==> config.mk <==
export PLATFORM = sky130hd
export DESIGN_NAME = ip_dscp_priority_map_low
export DESIGN_NICKNAME = d
export VERILOG_FILES = /design/src/shared/dscp_map_pkg.sv /design/src/rtl/dscp_entry_select.sv /design/src/rtl/ip_dscp_priority_map_low.sv
export SDC_FILE = /design/constraint.sdc
export NUM_CORES = 1
export LEC_CHECK = 0
export BUFFER_PORTS_ARGS = -buffer_cell sky130_fd_sc_hd__buf_2
export CORE_MARGIN = 1.5
export CORE_UTILIZATION = 35
export CTS_BUF_LIST = sky130_fd_sc_hd__clkbuf_16
export DETAILED_ROUTE_END_ITERATION = 16
export GPL_TIMING_DRIVEN = 0
export PLACE_DENSITY = 0.53
export SLEW_MARGIN = 30
export SYNTH_ARGS = -nofsm -noshare
export SYNTH_HDL_FRONTEND = slang
export SYNTH_SLANG_ARGS = --single-unit
==> constraint.sdc <==
create_clock -name clk_i -period 9.7 [get_ports clk_i]
set_clock_uncertainty 0.2 [all_clocks]
set_input_delay 1.94 -clock clk_i [delete_from_list [all_inputs] [get_ports clk_i]]
set_output_delay 1.94 -clock clk_i [all_outputs]
set_load 0.01 [all_outputs]
==> src/shared/dscp_map_pkg.sv <==
package dscp_map_pkg;

   // Register word indices; byte address on the bus is four times the index
   localparam logic [9:0] IDX_CODES_00_03 = 10'h090;
   localparam logic [9:0] IDX_CODES_04_07 = 10'h091;
   localparam logic [9:0] IDX_CODES_08_0B = 10'h092;
   localparam logic [9:0] IDX_CODES_0C_0F = 10'h093;
   localparam logic [9:0] IDX_CODES_10_13 = 10'h094;
   localparam logic [9:0] IDX_CODES_14_17 = 10'h095;
   localparam logic [9:0] IDX_CODES_18_1B = 10'h096;
   localparam logic [9:0] IDX_CODES_1C_1F = 10'h097;
   localparam logic [9:0] IDX_CODES_20_23 = 10'h098;
   // Lookup status register, read only
   localparam logic [9:0] IDX_LOOKUP_STATUS = 10'h0F0;

   // Bus geometry
   localparam int WB_ADR_W = 12;
   localparam int WB_DAT_W = 32;
   localparam int WB_SEL_W = 4;

   // Map geometry
   localparam int MAP_CODES     = 36;
   localparam int MAP_FIELD_W   = 2;
   localparam int MAP_PER_REG   = 4;
   localparam int MAP_REG_W     = 8;
   localparam int MAP_ALL_CODES = 64;
   localparam int CODE_W        = 6;

   // Position of the code inside the type-of-service / traffic-class octet
   localparam int CODE_MSB = 7;
   localparam int CODE_LSB = 2;

   // Status register fields
   localparam int STAT_CODE_LSB = 2;
   localparam int STAT_PRIO_LSB = 0;

   // Reset values
   localparam logic [7:0] MAP_REG_RESET = 8'h00;
   localparam logic [7:0] STATUS_RESET  = 8'h00;

   // Bus slave states
   typedef enum logic [0:0] {
      BUS_IDLE,
      BUS_ACK
   } bus_state_e;

   // Frame presented for classification
   typedef struct packed {
      logic       valid;
      logic       is_ip;
      logic [7:0] tos;
   } frame_req_s;

   // Classification answer
   typedef struct packed {
      logic                   valid;
      logic                   hit;
      logic [MAP_FIELD_W-1:0] prio;
   } prio_res_s;

endpackage : dscp_map_pkg

==> src/rtl/dscp_entry_select.sv <==
`timescale 1ns/1ps

module dscp_entry_select
   import dscp_map_pkg::*;
#(
   parameter int NUM_CODES = MAP_CODES
)
(
   // Stored map, code c in bits 2c+1..2c
   input  wire logic [NUM_CODES*MAP_FIELD_W-1:0] map_i,
   // Selecting code
   input  wire logic [CODE_W-1:0]                code_i,
   // Selected entry
   output logic      [MAP_FIELD_W-1:0]           prio_o,
   output logic                                  hit_o
);

   logic [MAP_FIELD_W-1:0] entry   [MAP_ALL_CODES];
   logic [MAP_ALL_CODES-1:0] present;

   initial
   begin
      if (NUM_CODES < 1 || NUM_CODES > MAP_ALL_CODES)
      begin
         $error("dscp_entry_select: NUM_CODES out of range");
      end
   end

   // Every one of the 64 codes has a slot; codes held elsewhere read empty
   for (genvar i = 0; i < MAP_ALL_CODES; i++)
   begin : g_entry
      if (i < NUM_CODES)
      begin : g_held
         assign entry[i]   = map_i[i*MAP_FIELD_W +: MAP_FIELD_W];
         assign present[i] = 1'b1;
      end
      else
      begin : g_absent
         assign entry[i]   = '0;
         assign present[i] = 1'b0;
      end
   end

   // Fully decoded: exactly one slot answers a given code
   assign prio_o = entry[code_i];
   assign hit_o  = present[code_i];

endmodule : dscp_entry_select

==> src/rtl/ip_dscp_priority_map_low.sv <==
`timescale 1ns/1ps

// Operation
// - Bits 7 down to 2 of the IP type-of-service or traffic-class octet form the 6-bit code.
// - The 2-bit value in the entry chosen by the code is the frame priority, code 0x00 in bits 1-0 at 0x90.
// - Entries sit four to a byte register in rising code order, so 0x91 holds 0x04 to 0x07 with 0x07 in bits 7-6.
// - The register at 0x94 holds codes 0x10 to 0x13, with 0x13 in its top two bits.
// - The register at 0x98 holds codes 0x20 to 0x23, with 0x20 in bits 1-0, and ends this part.
// - Every map field is read/write from software and resets to 00.
// - The code is fully decoded into one of 64 slots; codes 0x00 to 0x23 give their stored value, higher codes give no hit.

module ip_dscp_priority_map_low
   import dscp_map_pkg::*;
#(
   parameter int NUM_CODES = MAP_CODES
)
(
   // Clock and reset
   input  wire logic                clk_i,
   input  wire logic                rst_i,

   // Wishbone classic slave
   input  wire logic                wb_cyc_i,
   input  wire logic                wb_stb_i,
   input  wire logic                wb_we_i,
   input  wire logic [WB_ADR_W-1:0] wb_adr_i,
   input  wire logic [WB_SEL_W-1:0] wb_sel_i,
   input  wire logic [WB_DAT_W-1:0] wb_dat_i,
   output logic      [WB_DAT_W-1:0] wb_dat_o,
   output logic                     wb_ack_o,

   // Classification side
   input  wire logic                diffserv_en_i,
   input  wire frame_req_s          frame_i,
   output prio_res_s                prio_o
);

   localparam int NUM_REGS = (NUM_CODES + MAP_PER_REG - 1) / MAP_PER_REG;
   localparam int MAP_W    = NUM_REGS * MAP_REG_W;

   // Whole state of the block in one word
   typedef struct packed {
      bus_state_e          bus;
      logic                ack;
      logic [WB_DAT_W-1:0] rdata;
      logic [MAP_W-1:0]    map;
      logic [7:0]          status;
      prio_res_s           res;
   } state_s;

   state_s state;
   state_s next_state;

   // Decode results
   logic [WB_ADR_W-3:0]    word_idx;
   logic                   map_hit;
   logic [3:0]             map_pos;
   logic                   stat_hit;
   logic [CODE_W-1:0]      code;
   logic [MAP_FIELD_W-1:0] sel_prio;
   logic                   sel_present;
   logic                   apply;

   initial
   begin
      // The register layout only covers the nine registers of this part
      if (NUM_CODES < 1 || NUM_CODES > MAP_CODES)
      begin
         $error("ip_dscp_priority_map_low: NUM_CODES out of range");
      end
   end

   // Word index of the access; byte bits are ignored
   assign word_idx = wb_adr_i[WB_ADR_W-1:2];

   // Register decode, each map index names one byte of the map; 0xF0 selects status
   always_comb
   begin
      map_hit  = 1'b1;
      map_pos  = 4'h0;
      stat_hit = 1'b0;
      unique case (word_idx)
         IDX_CODES_00_03:   map_pos = 4'h0;  // Code 0x00 in bits 1-0
         IDX_CODES_04_07:   map_pos = 4'h1;  // Codes 0x04..0x07
         IDX_CODES_08_0B:   map_pos = 4'h2;
         IDX_CODES_0C_0F:   map_pos = 4'h3;
         IDX_CODES_10_13:   map_pos = 4'h4;  // Codes 0x10..0x13
         IDX_CODES_14_17:   map_pos = 4'h5;
         IDX_CODES_18_1B:   map_pos = 4'h6;
         IDX_CODES_1C_1F:   map_pos = 4'h7;
         IDX_CODES_20_23:   map_pos = 4'h8;  // Codes 0x20..0x23, last one
         IDX_LOOKUP_STATUS:
         begin
            map_hit  = 1'b0;
            stat_hit = 1'b1;
         end
         default:
         begin
            map_hit = 1'b0;
         end
      endcase
      // A shortened table leaves its upper registers unmapped
      if (32'(map_pos) >= NUM_REGS)
      begin
         map_hit = 1'b0;
      end
   end

   // The code is the upper six bits of the octet
   assign code = frame_i.tos[CODE_MSB:CODE_LSB];

   // Other frames keep whatever priority other sources give them
   assign apply = frame_i.valid & frame_i.is_ip & diffserv_en_i;

   // Map index c lives at bits 2c+1..2c, so byte r holds codes 4r..4r+3
   dscp_entry_select #(
      .NUM_CODES (NUM_REGS * MAP_PER_REG)
   ) u_select (
      .map_i  (state.map),
      .code_i (code),
      .prio_o (sel_prio),
      .hit_o  (sel_present)
   );

   // Next state of bus slave, map, status and lookup result
   always_comb
   begin
      next_state = state;

      // Bus slave: answer every request one cycle after it is seen
      unique case (state.bus)
         BUS_IDLE:
         begin
            next_state.ack = 1'b0;
            if (wb_cyc_i && wb_stb_i)
            begin
               next_state.bus   = BUS_ACK;
               next_state.ack   = 1'b1;
               next_state.rdata = '0;
               if (wb_we_i)
               begin
                  // Only lane 0 carries a map byte; upper lanes are dropped
                  if (map_hit && wb_sel_i[0])
                  begin
                     next_state.map[map_pos*MAP_REG_W +: MAP_REG_W] =
                        wb_dat_i[MAP_REG_W-1:0];
                  end
               end
               else if (map_hit)
               begin
                  next_state.rdata[MAP_REG_W-1:0] =
                     state.map[map_pos*MAP_REG_W +: MAP_REG_W];
               end
               else if (stat_hit)
               begin
                  next_state.rdata[7:0] = state.status;
               end
               // Unmapped addresses are acknowledged and read zero
            end
         end
         BUS_ACK:
         begin
            // Drop ack after one cycle; the master releases meanwhile
            next_state.bus = BUS_IDLE;
            next_state.ack = 1'b0;
         end
      endcase

      // Lookup result, registered so outputs come straight from flops
      next_state.res.valid = frame_i.valid;
      next_state.res.hit   = 1'b0;
      next_state.res.prio  = '0;
      if (apply && sel_present && 32'(code) < NUM_CODES)
      begin
         next_state.res.hit  = 1'b1;
         next_state.res.prio = sel_prio;
         next_state.status   = {code, sel_prio};
      end
   end

   // Single state register; synchronous reset clears the map to 00
   always_ff @(posedge clk_i)
   begin
      if (rst_i)
      begin
         state.bus    <= BUS_IDLE;
         state.ack    <= 1'b0;
         state.rdata  <= '0;
         state.map    <= {NUM_REGS{MAP_REG_RESET}};
         state.status <= STATUS_RESET;
         state.res    <= '0;
      end
      else
      begin
         state <= next_state;
      end
   end

   // Outputs straight from the state register
   assign wb_ack_o = state.ack;
   assign wb_dat_o = state.rdata;
   assign prio_o   = state.res;

endmodule : ip_dscp_priority_map_low

==> summary.txt, run 1 <==
Global routing
  • Initial antenna violation count: 0
  • M3 GR Usage: under 10%
  • First-pass GRT wire length: between 20,000 and 30,000 um
  • Busiest grt layer: met2
  • M2 GR Usage: between 30% and 40%
  • Grt ovf: 0
  • Largest net degree at the start of global routing: 16
  • Vias in the first global route: a little under 5,000
  • Global Route met1 Usage: 31.37%
  • Total GRT Usage: a little under a quarter

Layout
  • Final nets: between 700 and 800
  • ANT cells: 0
  • Area Overhead vs Synth: 15.38%
  • Most common cell after layout, fill and taps aside: dfxtp_1
  • Post-route cell area: roughly 6700 um2
  • Final std cells w/o fill: roughly 900
  • Layout cell share with drive strength beyond 1: 23.08%
  • Commonest non-fill, non-tap cells in the layout: dfxtp_1, mux2i_1, nand2b_1, buf_2, buf_4

Synth
  • Syn avg cell area: between 9 and 10 um2
  • Ys flop type: dfxtp_1
  • Post-synth EDFFs: 0
  • Synth Area in Adders: 0.6446%
  • Yosys reg bits: 93
  • Complex-gate fraction of the synthesized area: a little over an eighth
  • Xor/xnor share of the synthesized area: 0.3008%
  • Synth warnings: 0
  • Simple-gate area share of the yosys netlist: 21.70%
  • Largest family of logic cells by synthesized area: multiplexers
  • Synth unique cells: 70
  • Cells after Synth: about 610
  • Sequential fraction of the synthesis area: 31.97%
  • Synth Cell Area: slightly below 6000 um2
  • Mux cell area share after synthesis: about a quarter
  • Ys async rst share: 0%

Placed design
  • Port bufs: between 40 and 50
  • Final HPWL DP: approximately 15,000 um
  • Global placer's final weighted congestion: 0.9394
  • DP Worst Slack: 3758 ps
  • Placed cells: 889
  • Post-DP Area: approximately 6400 um2

Detailed routing
  • Final wirelength: 19,880 um
  • Drt pass-1 iters: 5
  • Via count: slightly above 5,000
  • Antenna-violating nets left: 0
  • DRC Markers: 0
  • Initial DRC count: roughly 570
  • Post-detailed-route wirelength per cell: 21.96 um
  • Vias per cell: ~5.6

Timing
  • Slew @ Worst Pin: about 940 ps
  • Max Clk Rate: between 0.15 and 0.2 GHz
  • Unrepaired setup endpoints after global routing: false
  • Slew Limit Fails: 0
  • Final-report setup violation count: 0
  • Final period util: approximately 60%
  • Fin crit period: 5653 ps
  • Hold WS: 297.3 ps
  • Rel. slew slack: a little over a third
  • Number of hold violations in the final report: 0
  • TNS Setup: 0 ps
  • Final worst slack: 4047 ps

Die
  • I/O Pins: just over 100
  • Height of the die: approximately 130 um
  • Row Count: 46
  • Starting Density: 36.26%
  • Core ar.: ~16,000 um2
  • Die width: 132.0 um
  • Die area: between 15,000 and 20,000 um2

Outcome
  • Status: complete, no violations

Hold path
  • Hold Path Depth: 2
  • Min-Delay Path Class: flip-flop to flip-flop

Setup path
  • Critical path class: input port to flip-flop
  • Worst r2r path cells: 6
  • CP max FO: 10
  • Crit start category: input port
  • Reg2reg start: state[117]
  • Worst Path Required: between 9000 and 10,000 ps
  • Crit. End Element: flip-flop
  • Worst R2R Setup Slack: just over 7000 ps
  • Worst EP arrival: about 5700 ps

Pwr
  • Clock share of power: between 40% and 50%
  • Sw Share: 25.27%
  • Switching power: around 0.00022 W
  • Peak supply drop: 0.07945 mV
  • Leak: 2.681 nW
  • Register share of total power: around 45%
  • Power share of the combinational group: 9.2%
  • Internal power: about 0.00064 W
  • Power per Cell Area: between 100 and 150 nW/um2

CTS
  • Inserted Clock Buffers: 9
  • Setup Buffers After CTS: 0
  • Worst-skew pair later-pin latency: 370 ps
  • # resized after CTS: 0
  • Root Buffer: clkbuf_16
  • Deepest clock path buffer count: 2
  • CTS Hold Bufs: 0
  • CTS sink cnt: between 90 and 100
  • Clock transition at path regs: around 70 ps
  • H-tree depth reported by CTS: 3
  • TritonCTS clock tree: yes

Flow run
  • Max-cap violations: 0
[metrics by stage]
step           total power [W]  util [%]
3_3_place_gp         0.0004679     39.82
5_1_grt              0.0008745     41.84
2_1_floorplan        0.0004401         -
4_1_cts              0.0008538     41.78
6_report             0.0008524     41.84
3_5_place_dp         0.0004684     39.82
[critical path: stages]
cell       delay [ps]
buf_2             150
or2_1             230
buf_2             170
nor4b_4           810
buf_2             410
ha_1              180
clkbuf_1          420
inv_1             290
a2111oi_2         780
nand4_1           170
a21oi_1           170
[power groups by stage]
stage	Sequential (W)	Clock [W]	Combinational (W)
2_1_floorplan	0.000392	0	0.0000480
3_3_place_gp	0.000392	0	0.0000757
3_5_place_dp	0.000392	0	0.0000762
4_1_cts	0.000383	0.000394	0.0000767
5_1_grt	0.000383	0.000408	0.0000831
6_report	0.000383	0.000391	0.0000781
[logic make-up after synthesis]
kind of cell,count (synthesis)
simple gates,212
buf+inv,81
fa+ha+maj,3
other cells,1
flops,93
mux,110
compound gates,105
xor+xnor,2
[metal layers]
metal  part of all wire [%]  wire (um)  vias to the layer above
li1                       -          -                     2337
met3                    7.6       1509                       32
met4                    2.6        516                        0
met2                     45       8995                      231
met5                      0          0                        -
met1                     45       8854                     2481
[worst max path at each step]
stage / start / to / slack [ps] / cells past startpoint
4_1_cts: wb_adr_i[7] / flip-flop / 4130 / 11
6_report: wb_adr_i[7] / flip-flop / 4050 / 11
3_5_place_dp: wb_adr_i[7] / flip-flop / 3760 / 11
3_3_place_gp: wb_adr_i[7] / flip-flop / 3850 / 11
2_1_floorplan: wb_adr_i[10] / flip-flop / 4740 / 12
5_1_grt: wb_adr_i[7] / flip-flop / 3840 / 11
[cells in the mapped netlist, drive strengths merged (3+ instances only)]
cell type / n / area share, %
nor3: 9 / 0.86
a21oi: 25 / 2.1
a311oi: 4 / 0.60
o21a: 3 / 0.41
o211ai: 5 / 0.64
nand3b: 7 / 0.90
inv: 5 / 0.37
mux2i: 74 / 13
ha: 3 / 0.64
or2: 4 / 0.43
mux2: 14 / 2.7
a21o: 5 / 0.64
clkbuf: 23 / 1.5
a211oi: 3 / 0.39
buf: 53 / 6.2
nor4b: 8 / 1.6
a2bb2oi: 3 / 0.45
o221ai: 3 / 0.45
nor2b: 4 / 0.43
or3: 3 / 0.32
o21ai: 24 / 2.1
nor2: 23 / 1.7
nand2b: 67 / 7.2
nand4: 14 / 2.0
a22oi: 7 / 0.90
dfxtp: 93 / 32
o2111ai: 3 / 1.1
nand2: 37 / 2.4
nand3: 24 / 2.1
mux4: 22 / 8.8
a221oi: 5 / 0.75
[area by class of cell]
class	count	area, um2
buffer	76	446.7
clock buffer	9	225.2
clock inverter	7	88.84
fill	1608	9339
inverter	5	21.27
multi-input combinational	456	3590
sequential	93	1862
tap	216	270.3
timing repair buffer	43	215.2
No activity file was read; power rests on OpenSTA's default activity.
==> inputs of run 2 (changes only) <==
--- a/config.mk
+++ b/config.mk
@@ -11,7 +11,7 @@
 export CTS_BUF_LIST = sky130_fd_sc_hd__clkbuf_16
 export DETAILED_ROUTE_END_ITERATION = 16
 export GPL_TIMING_DRIVEN = 0
-export PLACE_DENSITY = 0.53
+export PLACE_DENSITY = 0.55
 export SLEW_MARGIN = 30
 export SYNTH_ARGS = -nofsm -noshare
 export SYNTH_HDL_FRONTEND = slang
==> constraint.sdc (replaced) <==
create_clock -name clk_i -period 5 [get_ports clk_i]
set_clock_uncertainty 0.2 [all_clocks]
set_input_delay 1 -clock clk_i [delete_from_list [all_inputs] [get_ports clk_i]]
set_output_delay 1 -clock clk_i [all_outputs]
set_load 0.01 [all_outputs]
==> summary.txt, run 2 (same netlist as run 1, synthesis figures left out) <==
Outcome
  • Status: complete, no violations

Die
  • Starting Density: between 30% and 40%
  • Row Count: between 40 and 50
  • Die area: 17,420 um2
  • Core ar.: between 15,000 and 20,000 um2
  • I/O Pins: around 100
  • Height of the die: 132.0 um
  • Die width: roughly 130 um

CTS
  • Deepest clock path buffer count: 2
  • # resized after CTS: 0
  • CTS Hold Bufs: 0
  • H-tree depth reported by CTS: 3
  • Worst-skew pair later-pin latency: 350 ps
  • Setup Buffers After CTS: 0
  • TritonCTS clock tree: yes
  • Root Buffer: clkbuf_16
  • CTS sink cnt: 93
  • Inserted Clock Buffers: 9
  • Clock transition at path regs: about 70 ps

Global routing
  • Initial antenna violation count: 0
  • First-pass GRT wire length: roughly 31,000 um
  • Grt ovf: 0
  • Total GRT Usage: 23.16%
  • Largest net degree at the start of global routing: 16
  • Vias in the first global route: around 5,000

Pwr
  • Clock share of power: roughly 44%
  • Register share of total power: a little under half
  • Switching power: approximately 0.0004 W
  • Internal power: 0.001184 W
  • Leak: between 2 and 3 nW
  • Power per Cell Area: 237.0 nW/um2
  • Peak supply drop: 0.1606 mV
  • Sw Share: about 25%
  • Power share of the combinational group: about a tenth

Setup path
  • Crit start category: input port
  • Crit. End Element: flip-flop
  • Critical path class: input port to flip-flop
  • Worst Path Required: around 5000 ps
  • Worst EP arrival: 4680 ps
  • CP Launch Point: wb_adr_i[5]
  • Worst r2r path cells: 6
  • CP max FO: 10
  • Reg2reg start: state[117]

Layout
  • Final std cells w/o fill: slightly above 900
  • ANT cells: 0
  • Most common cell after layout, fill and taps aside: dfxtp_1
  • Commonest non-fill, non-tap cells in the layout: dfxtp_1, mux2i_1, nand2b_1, buf_2, buf_4
  • Layout cell share with drive strength beyond 1: between 20% and 30%
  • Final nets: about 750
  • Area Overhead vs Synth: 14.78%

Timing
  • Unrepaired setup endpoints after global routing: false
  • Fin crit period: between 4000 and 5000 ps
  • Rel. slew slack: around a third
  • TNS Setup: 0 ps
  • Slew Limit Fails: 0
  • Hold WS: around 300 ps
  • Slew @ Worst Pin: between 1000 and 1500 ps
  • Final-report setup violation count: 0
  • Max Clk Rate: approximately 0.22 GHz
  • Number of hold violations in the final report: 0
  • Final period util: just over 90%

Detailed routing
  • Vias per cell: roughly 5.7
  • Drt pass-1 iters: 7
  • Via count: between 5,000 and 6,000
  • DRC Markers: 0
  • Antenna-violating nets left: 0
  • Initial DRC count: approximately 440
  • Final wirelength: 19,880 um
  • Post-detailed-route wirelength per cell: roughly 22 um

Hold path
  • Hold Path Depth: 2
  • Min-Delay Path Class: flip-flop to flip-flop

Placed design
  • Final HPWL DP: between 15,000 and 20,000 um
  • Port bufs: 43
  • Global placer's final weighted congestion: slightly above 1
  • Placed cells: between 800 and 900

Flow run
  • Max-cap violations: 0
[run 2: changes by cell type in the layout (fill, tap and decap cells not counted), sizes merged]
cell / previous run / this run
bufinv: 2 / 1
clkinv: 3 / 4
[run 2: critical path, stage by stage]
cell	delay (ps)
buf_2	150
or4b_2	730
nor2_1	350
buf_4	280
inv_1	130
ha_1	290
clkbuf_1	410
nand4b_1	220
a211oi_1	760
nand4_1	170
a21oi_1	180
[run 2: final timing paths]
check,end,slack (ps)
worst min-delay path,flip-flop,300
worst max-delay path,flip-flop,390
worst min register to register,flip-flop,300
worst max register to register,flip-flop,2670
[run 2: layer usage]
layer / part of all wire [%] / track usage (%)
met1: 42 / 29.11
met2: 47 / 37.93
met3: 7.5 / 6.075
met4: 3.6 / 8.951
met5: 0 / 0
[run 2: final cells by class]
cell class,instances,area (um2)
Multi-Input combinational cell,456,3580
Inverter,5,21.27
Timing Repair Buffer,43,215.2
Sequential cell,93,1862
Clock inverter,7,63.81
Tap cell,216,270.3
Fill cell,1602,9374
Buffer,76,446.7
Clock buffer,9,225.2
[run 2: power groups by stage]
stage	Combinational [W]	Sequential (W)	Clock [W]
2_1_floorplan	0.0000931	0.000761	0
3_3_place_gp	0.000146	0.000761	0
3_5_place_dp	0.000146	0.000761	0
4_1_cts	0.000147	0.000744	0.000697
5_1_grt	0.000160	0.000744	0.000733
6_report	0.000150	0.000744	0.000691
[run 2: per-stage QoR]
stage / util (%) / worst slack [ps] / cell area [um2] / power [W]
finish: 41.62 / 392.6 / 6684 / 0.001584
detailed placement: 39.82 / 155.8 / 6395 / 0.0009074
floorplan: - / 984.9 / 5909 / 0.0008538
global placement: 39.82 / 157.8 / 6395 / 0.0009066
global route: 41.62 / 217.3 / 6684 / 0.001636
CTS: 41.62 / 505.1 / 6684 / 0.001588
==> inputs of run 3 (changes only) <==
--- a/config.mk
+++ b/config.mk
@@ -15,4 +15,5 @@
 export SLEW_MARGIN = 30
 export SYNTH_ARGS = -nofsm -noshare
 export SYNTH_HDL_FRONTEND = slang
+export SYNTH_HIERARCHICAL = 1
 export SYNTH_SLANG_ARGS = --single-unit
==> summary.txt, run 3 <==
Synth
  • Synth Area in Adders: less than 1%
  • Sequential fraction of the synthesis area: between 30% and 40%
  • Most frequent cells after synthesis: dfxtp_1, mux2i_1, nand2b_1, buf_4
  • Largest family of logic cells by synthesized area: simple AND/OR/NAND/NOR gates
  • Synth warnings: 6
  • Yosys reg bits: 93
  • Mux cell area share after synthesis: between 20 and 25%
  • Synth unique cells: between 60 and 70
  • Post-synth top area cell: dfxtp_1
  • Post-synth EDFFs: 0
  • Ranking of synthesized cells by area: dfxtp_1, mux2i_1, nand2b_1, buf_4, mux4_1
  • Count leader, synth: dfxtp_1
  • Ys async rst share: 0%
  • Ys flop type: dfxtp_1
  • Complex-gate fraction of the synthesized area: a little under an eighth
  • Simple-gate area share of the yosys netlist: between 20 and 25%
  • Synth Cell Area: about 5700 um2
  • Syn avg cell area: 9.488 um2
  • Xor/xnor share of the synthesized area: less than 1%
  • Top cell type's share of synthesized area: 32.87%
  • Cells after Synth: 597

Layout
  • Layout cell share with drive strength beyond 1: about 20%
  • Area Overhead vs Synth: 15.07%
  • Final nets: around 740
  • Post-route cell area: between 6000 and 7000 um2
  • Commonest non-fill, non-tap cells in the layout: dfxtp_1, mux2i_1, buf_2, nand2b_1, buf_4
  • Final std cells w/o fill: about 900
  • ANT cells: 0
  • Most common cell after layout, fill and taps aside: dfxtp_1

Die
  • Starting Density: 35.79%
  • Row Count: 46
  • Die area: about 17,000 um2
  • Die width: 130.2 um
  • Height of the die: around 130 um
  • Core ar.: ~16,000 um2
  • I/O Pins: approximately 100

Outcome
  • Status: complete, no violations

Detailed routing
  • Via count: a little under 5,000
  • Drt pass-1 iters: 5
  • Initial DRC count: 500
  • DRC Markers: 0
  • Final wirelength: 19,030 um
  • Antenna-violating nets left: 0
  • Post-detailed-route wirelength per cell: about 21 um
  • Vias per cell: 5.517

Pwr
  • Leak: about 2.6 nW
  • Power, Total: ~0.0015 W
  • Peak supply drop: about 0.16 mV
  • Power per Cell Area: about 240 nW/um2

Setup path
  • Most used cell along the critical path: buf_2
  • Critical path class: input port to flip-flop
  • Worst EP arrival: around 4500 ps
  • Crit start category: input port
  • Crit-path max cell delay: around 650 ps
  • Crit. End Element: flip-flop
  • CP max FO: 9
  • CP cell instances: buf_2, nand4bb_1, buf_2, nor3_4, inv_1, ha_1, buf_4, o21bai_1, a21oi_1, nand3_1, nor2_2, mux2i_1
  • Worst Path Required: a little over 5000 ps
  • Slowest CP cell: nor2_2

Timing
  • Slew Limit Fails: 0
  • Slew @ Worst Pin: 672.2 ps
  • Unrepaired setup endpoints after global routing: false
  • Max Clk Rate: 0.2268 GHz
  • Final-report setup violation count: 0
  • Fin crit period: 4409 ps
  • TNS Setup: 0 ps
  • Number of hold violations in the final report: 0
  • Rel. slew slack: a little over half
  • Final worst slack: roughly 590 ps
  • Final period util: between 80% and 90%

Flow run
  • Max-cap violations: 0

CTS
  • CTS Hold Bufs: 0
  • Deepest clock path buffer count: 2
  • Inserted Clock Buffers: 9
  • CTS sink cnt: 93
  • TritonCTS clock tree: yes
  • H-tree depth reported by CTS: 3
  • Setup Buffers After CTS: 0
  • Clock transition at path regs: 70 ps
  • Root Buffer: clkbuf_16
  • Worst-skew pair later-pin latency: between 300 and 400 ps
  • # resized after CTS: 0

Global routing
  • Initial antenna violation count: 0
  • Largest net degree at the start of global routing: 16
  • Vias in the first global route: roughly 4,600
  • Grt ovf: 0
  • First-pass GRT wire length: between 20,000 and 30,000 um
  • Total GRT Usage: around 23%

Placed design
  • Placed cells: 880
  • Post-DP Area: approximately 6200 um2
  • Global placer's final weighted congestion: slightly above 0.9
  • DP Worst Slack: just under 300 ps
  • Port bufs: 44
  • Final HPWL DP: about 15,000 um

Hold path
  • Min-Delay Path Class: flip-flop to flip-flop
## run 3: per-layer routing
metal  global-route usage [%]  routed length, um  vias up  part of all wire (%)
met5                        0                  0        -                     0
met4                    11.70                849        0                   4.5
met3                    3.526               1417       47                   7.4
met2                    34.77               8477      250                    45
met1                    30.81               8280     2359                    44
li1                         -                  -     2287                     -
## run 3: critical path: cells and delay by family
kind / cells / cell delay (ps)
muxes: 1 / 260
AOI/OAI and AO/OA: 2 / 440
and+or+nand+nor: 4 / 1710
adders and majority gates: 1 / 280
buffers and inverters: 4 / 780
## run 3: worst paths after layout
path / slack, ps / depth (start not counted) / end / startpoint
worst max register to register: 2360 / 5 / flip-flop / state[117]
worst min-delay path: 260 / 2 / wb_dat_o[3] / wb_dat_o[3]
worst max-delay path: 590 / 12 / flip-flop / wb_adr_i[10]
worst min register to register: 260 / 2 / wb_dat_o[3] / wb_dat_o[3]
## run 3: where the power goes
part	leakage, nW	switching (W)	total (W)	internal, W
registers	0.749	0.000000809	0.000743	0.000742
clock network	0.134	0.000300	0.000634	0.000334
logic	1.72	0.0000947	0.000155	0.0000603
## run 3: logic make-up after synthesis
kind of cell / count (synthesis)
and+or+nand+nor: 222
adders and majority gates: 3
xor gates and xnor gates: 3
buffers and inverters: 78
AOI/OAI and AO/OA: 95
DFF: 93
muxes: 102
other: 1
## run 3: area by class of cell
| cell class | count | area [um2] |
|---|---|---|
| inverters | 3 | 11.26 |
| flip-flops and latches | 93 | 1862 |
| clock buffers | 9 | 225.2 |
| multi-input cells | 449 | 3403 |
| plain buffers | 75 | 483.0 |
| fillers | 1597 | 9310 |
| repair buffers | 44 | 220.2 |
| clock inverters | 7 | 42.54 |
| well taps | 216 | 270.3 |
## run 3: metrics by stage
stage	hold WS, ps	util, %
final	261.6	41.18
after CTS	264.0	41.18
after floorplan	226.3	-
after global routing	277.4	41.18
after detailed placement	245.3	39.49
after global placement	243.8	39.43
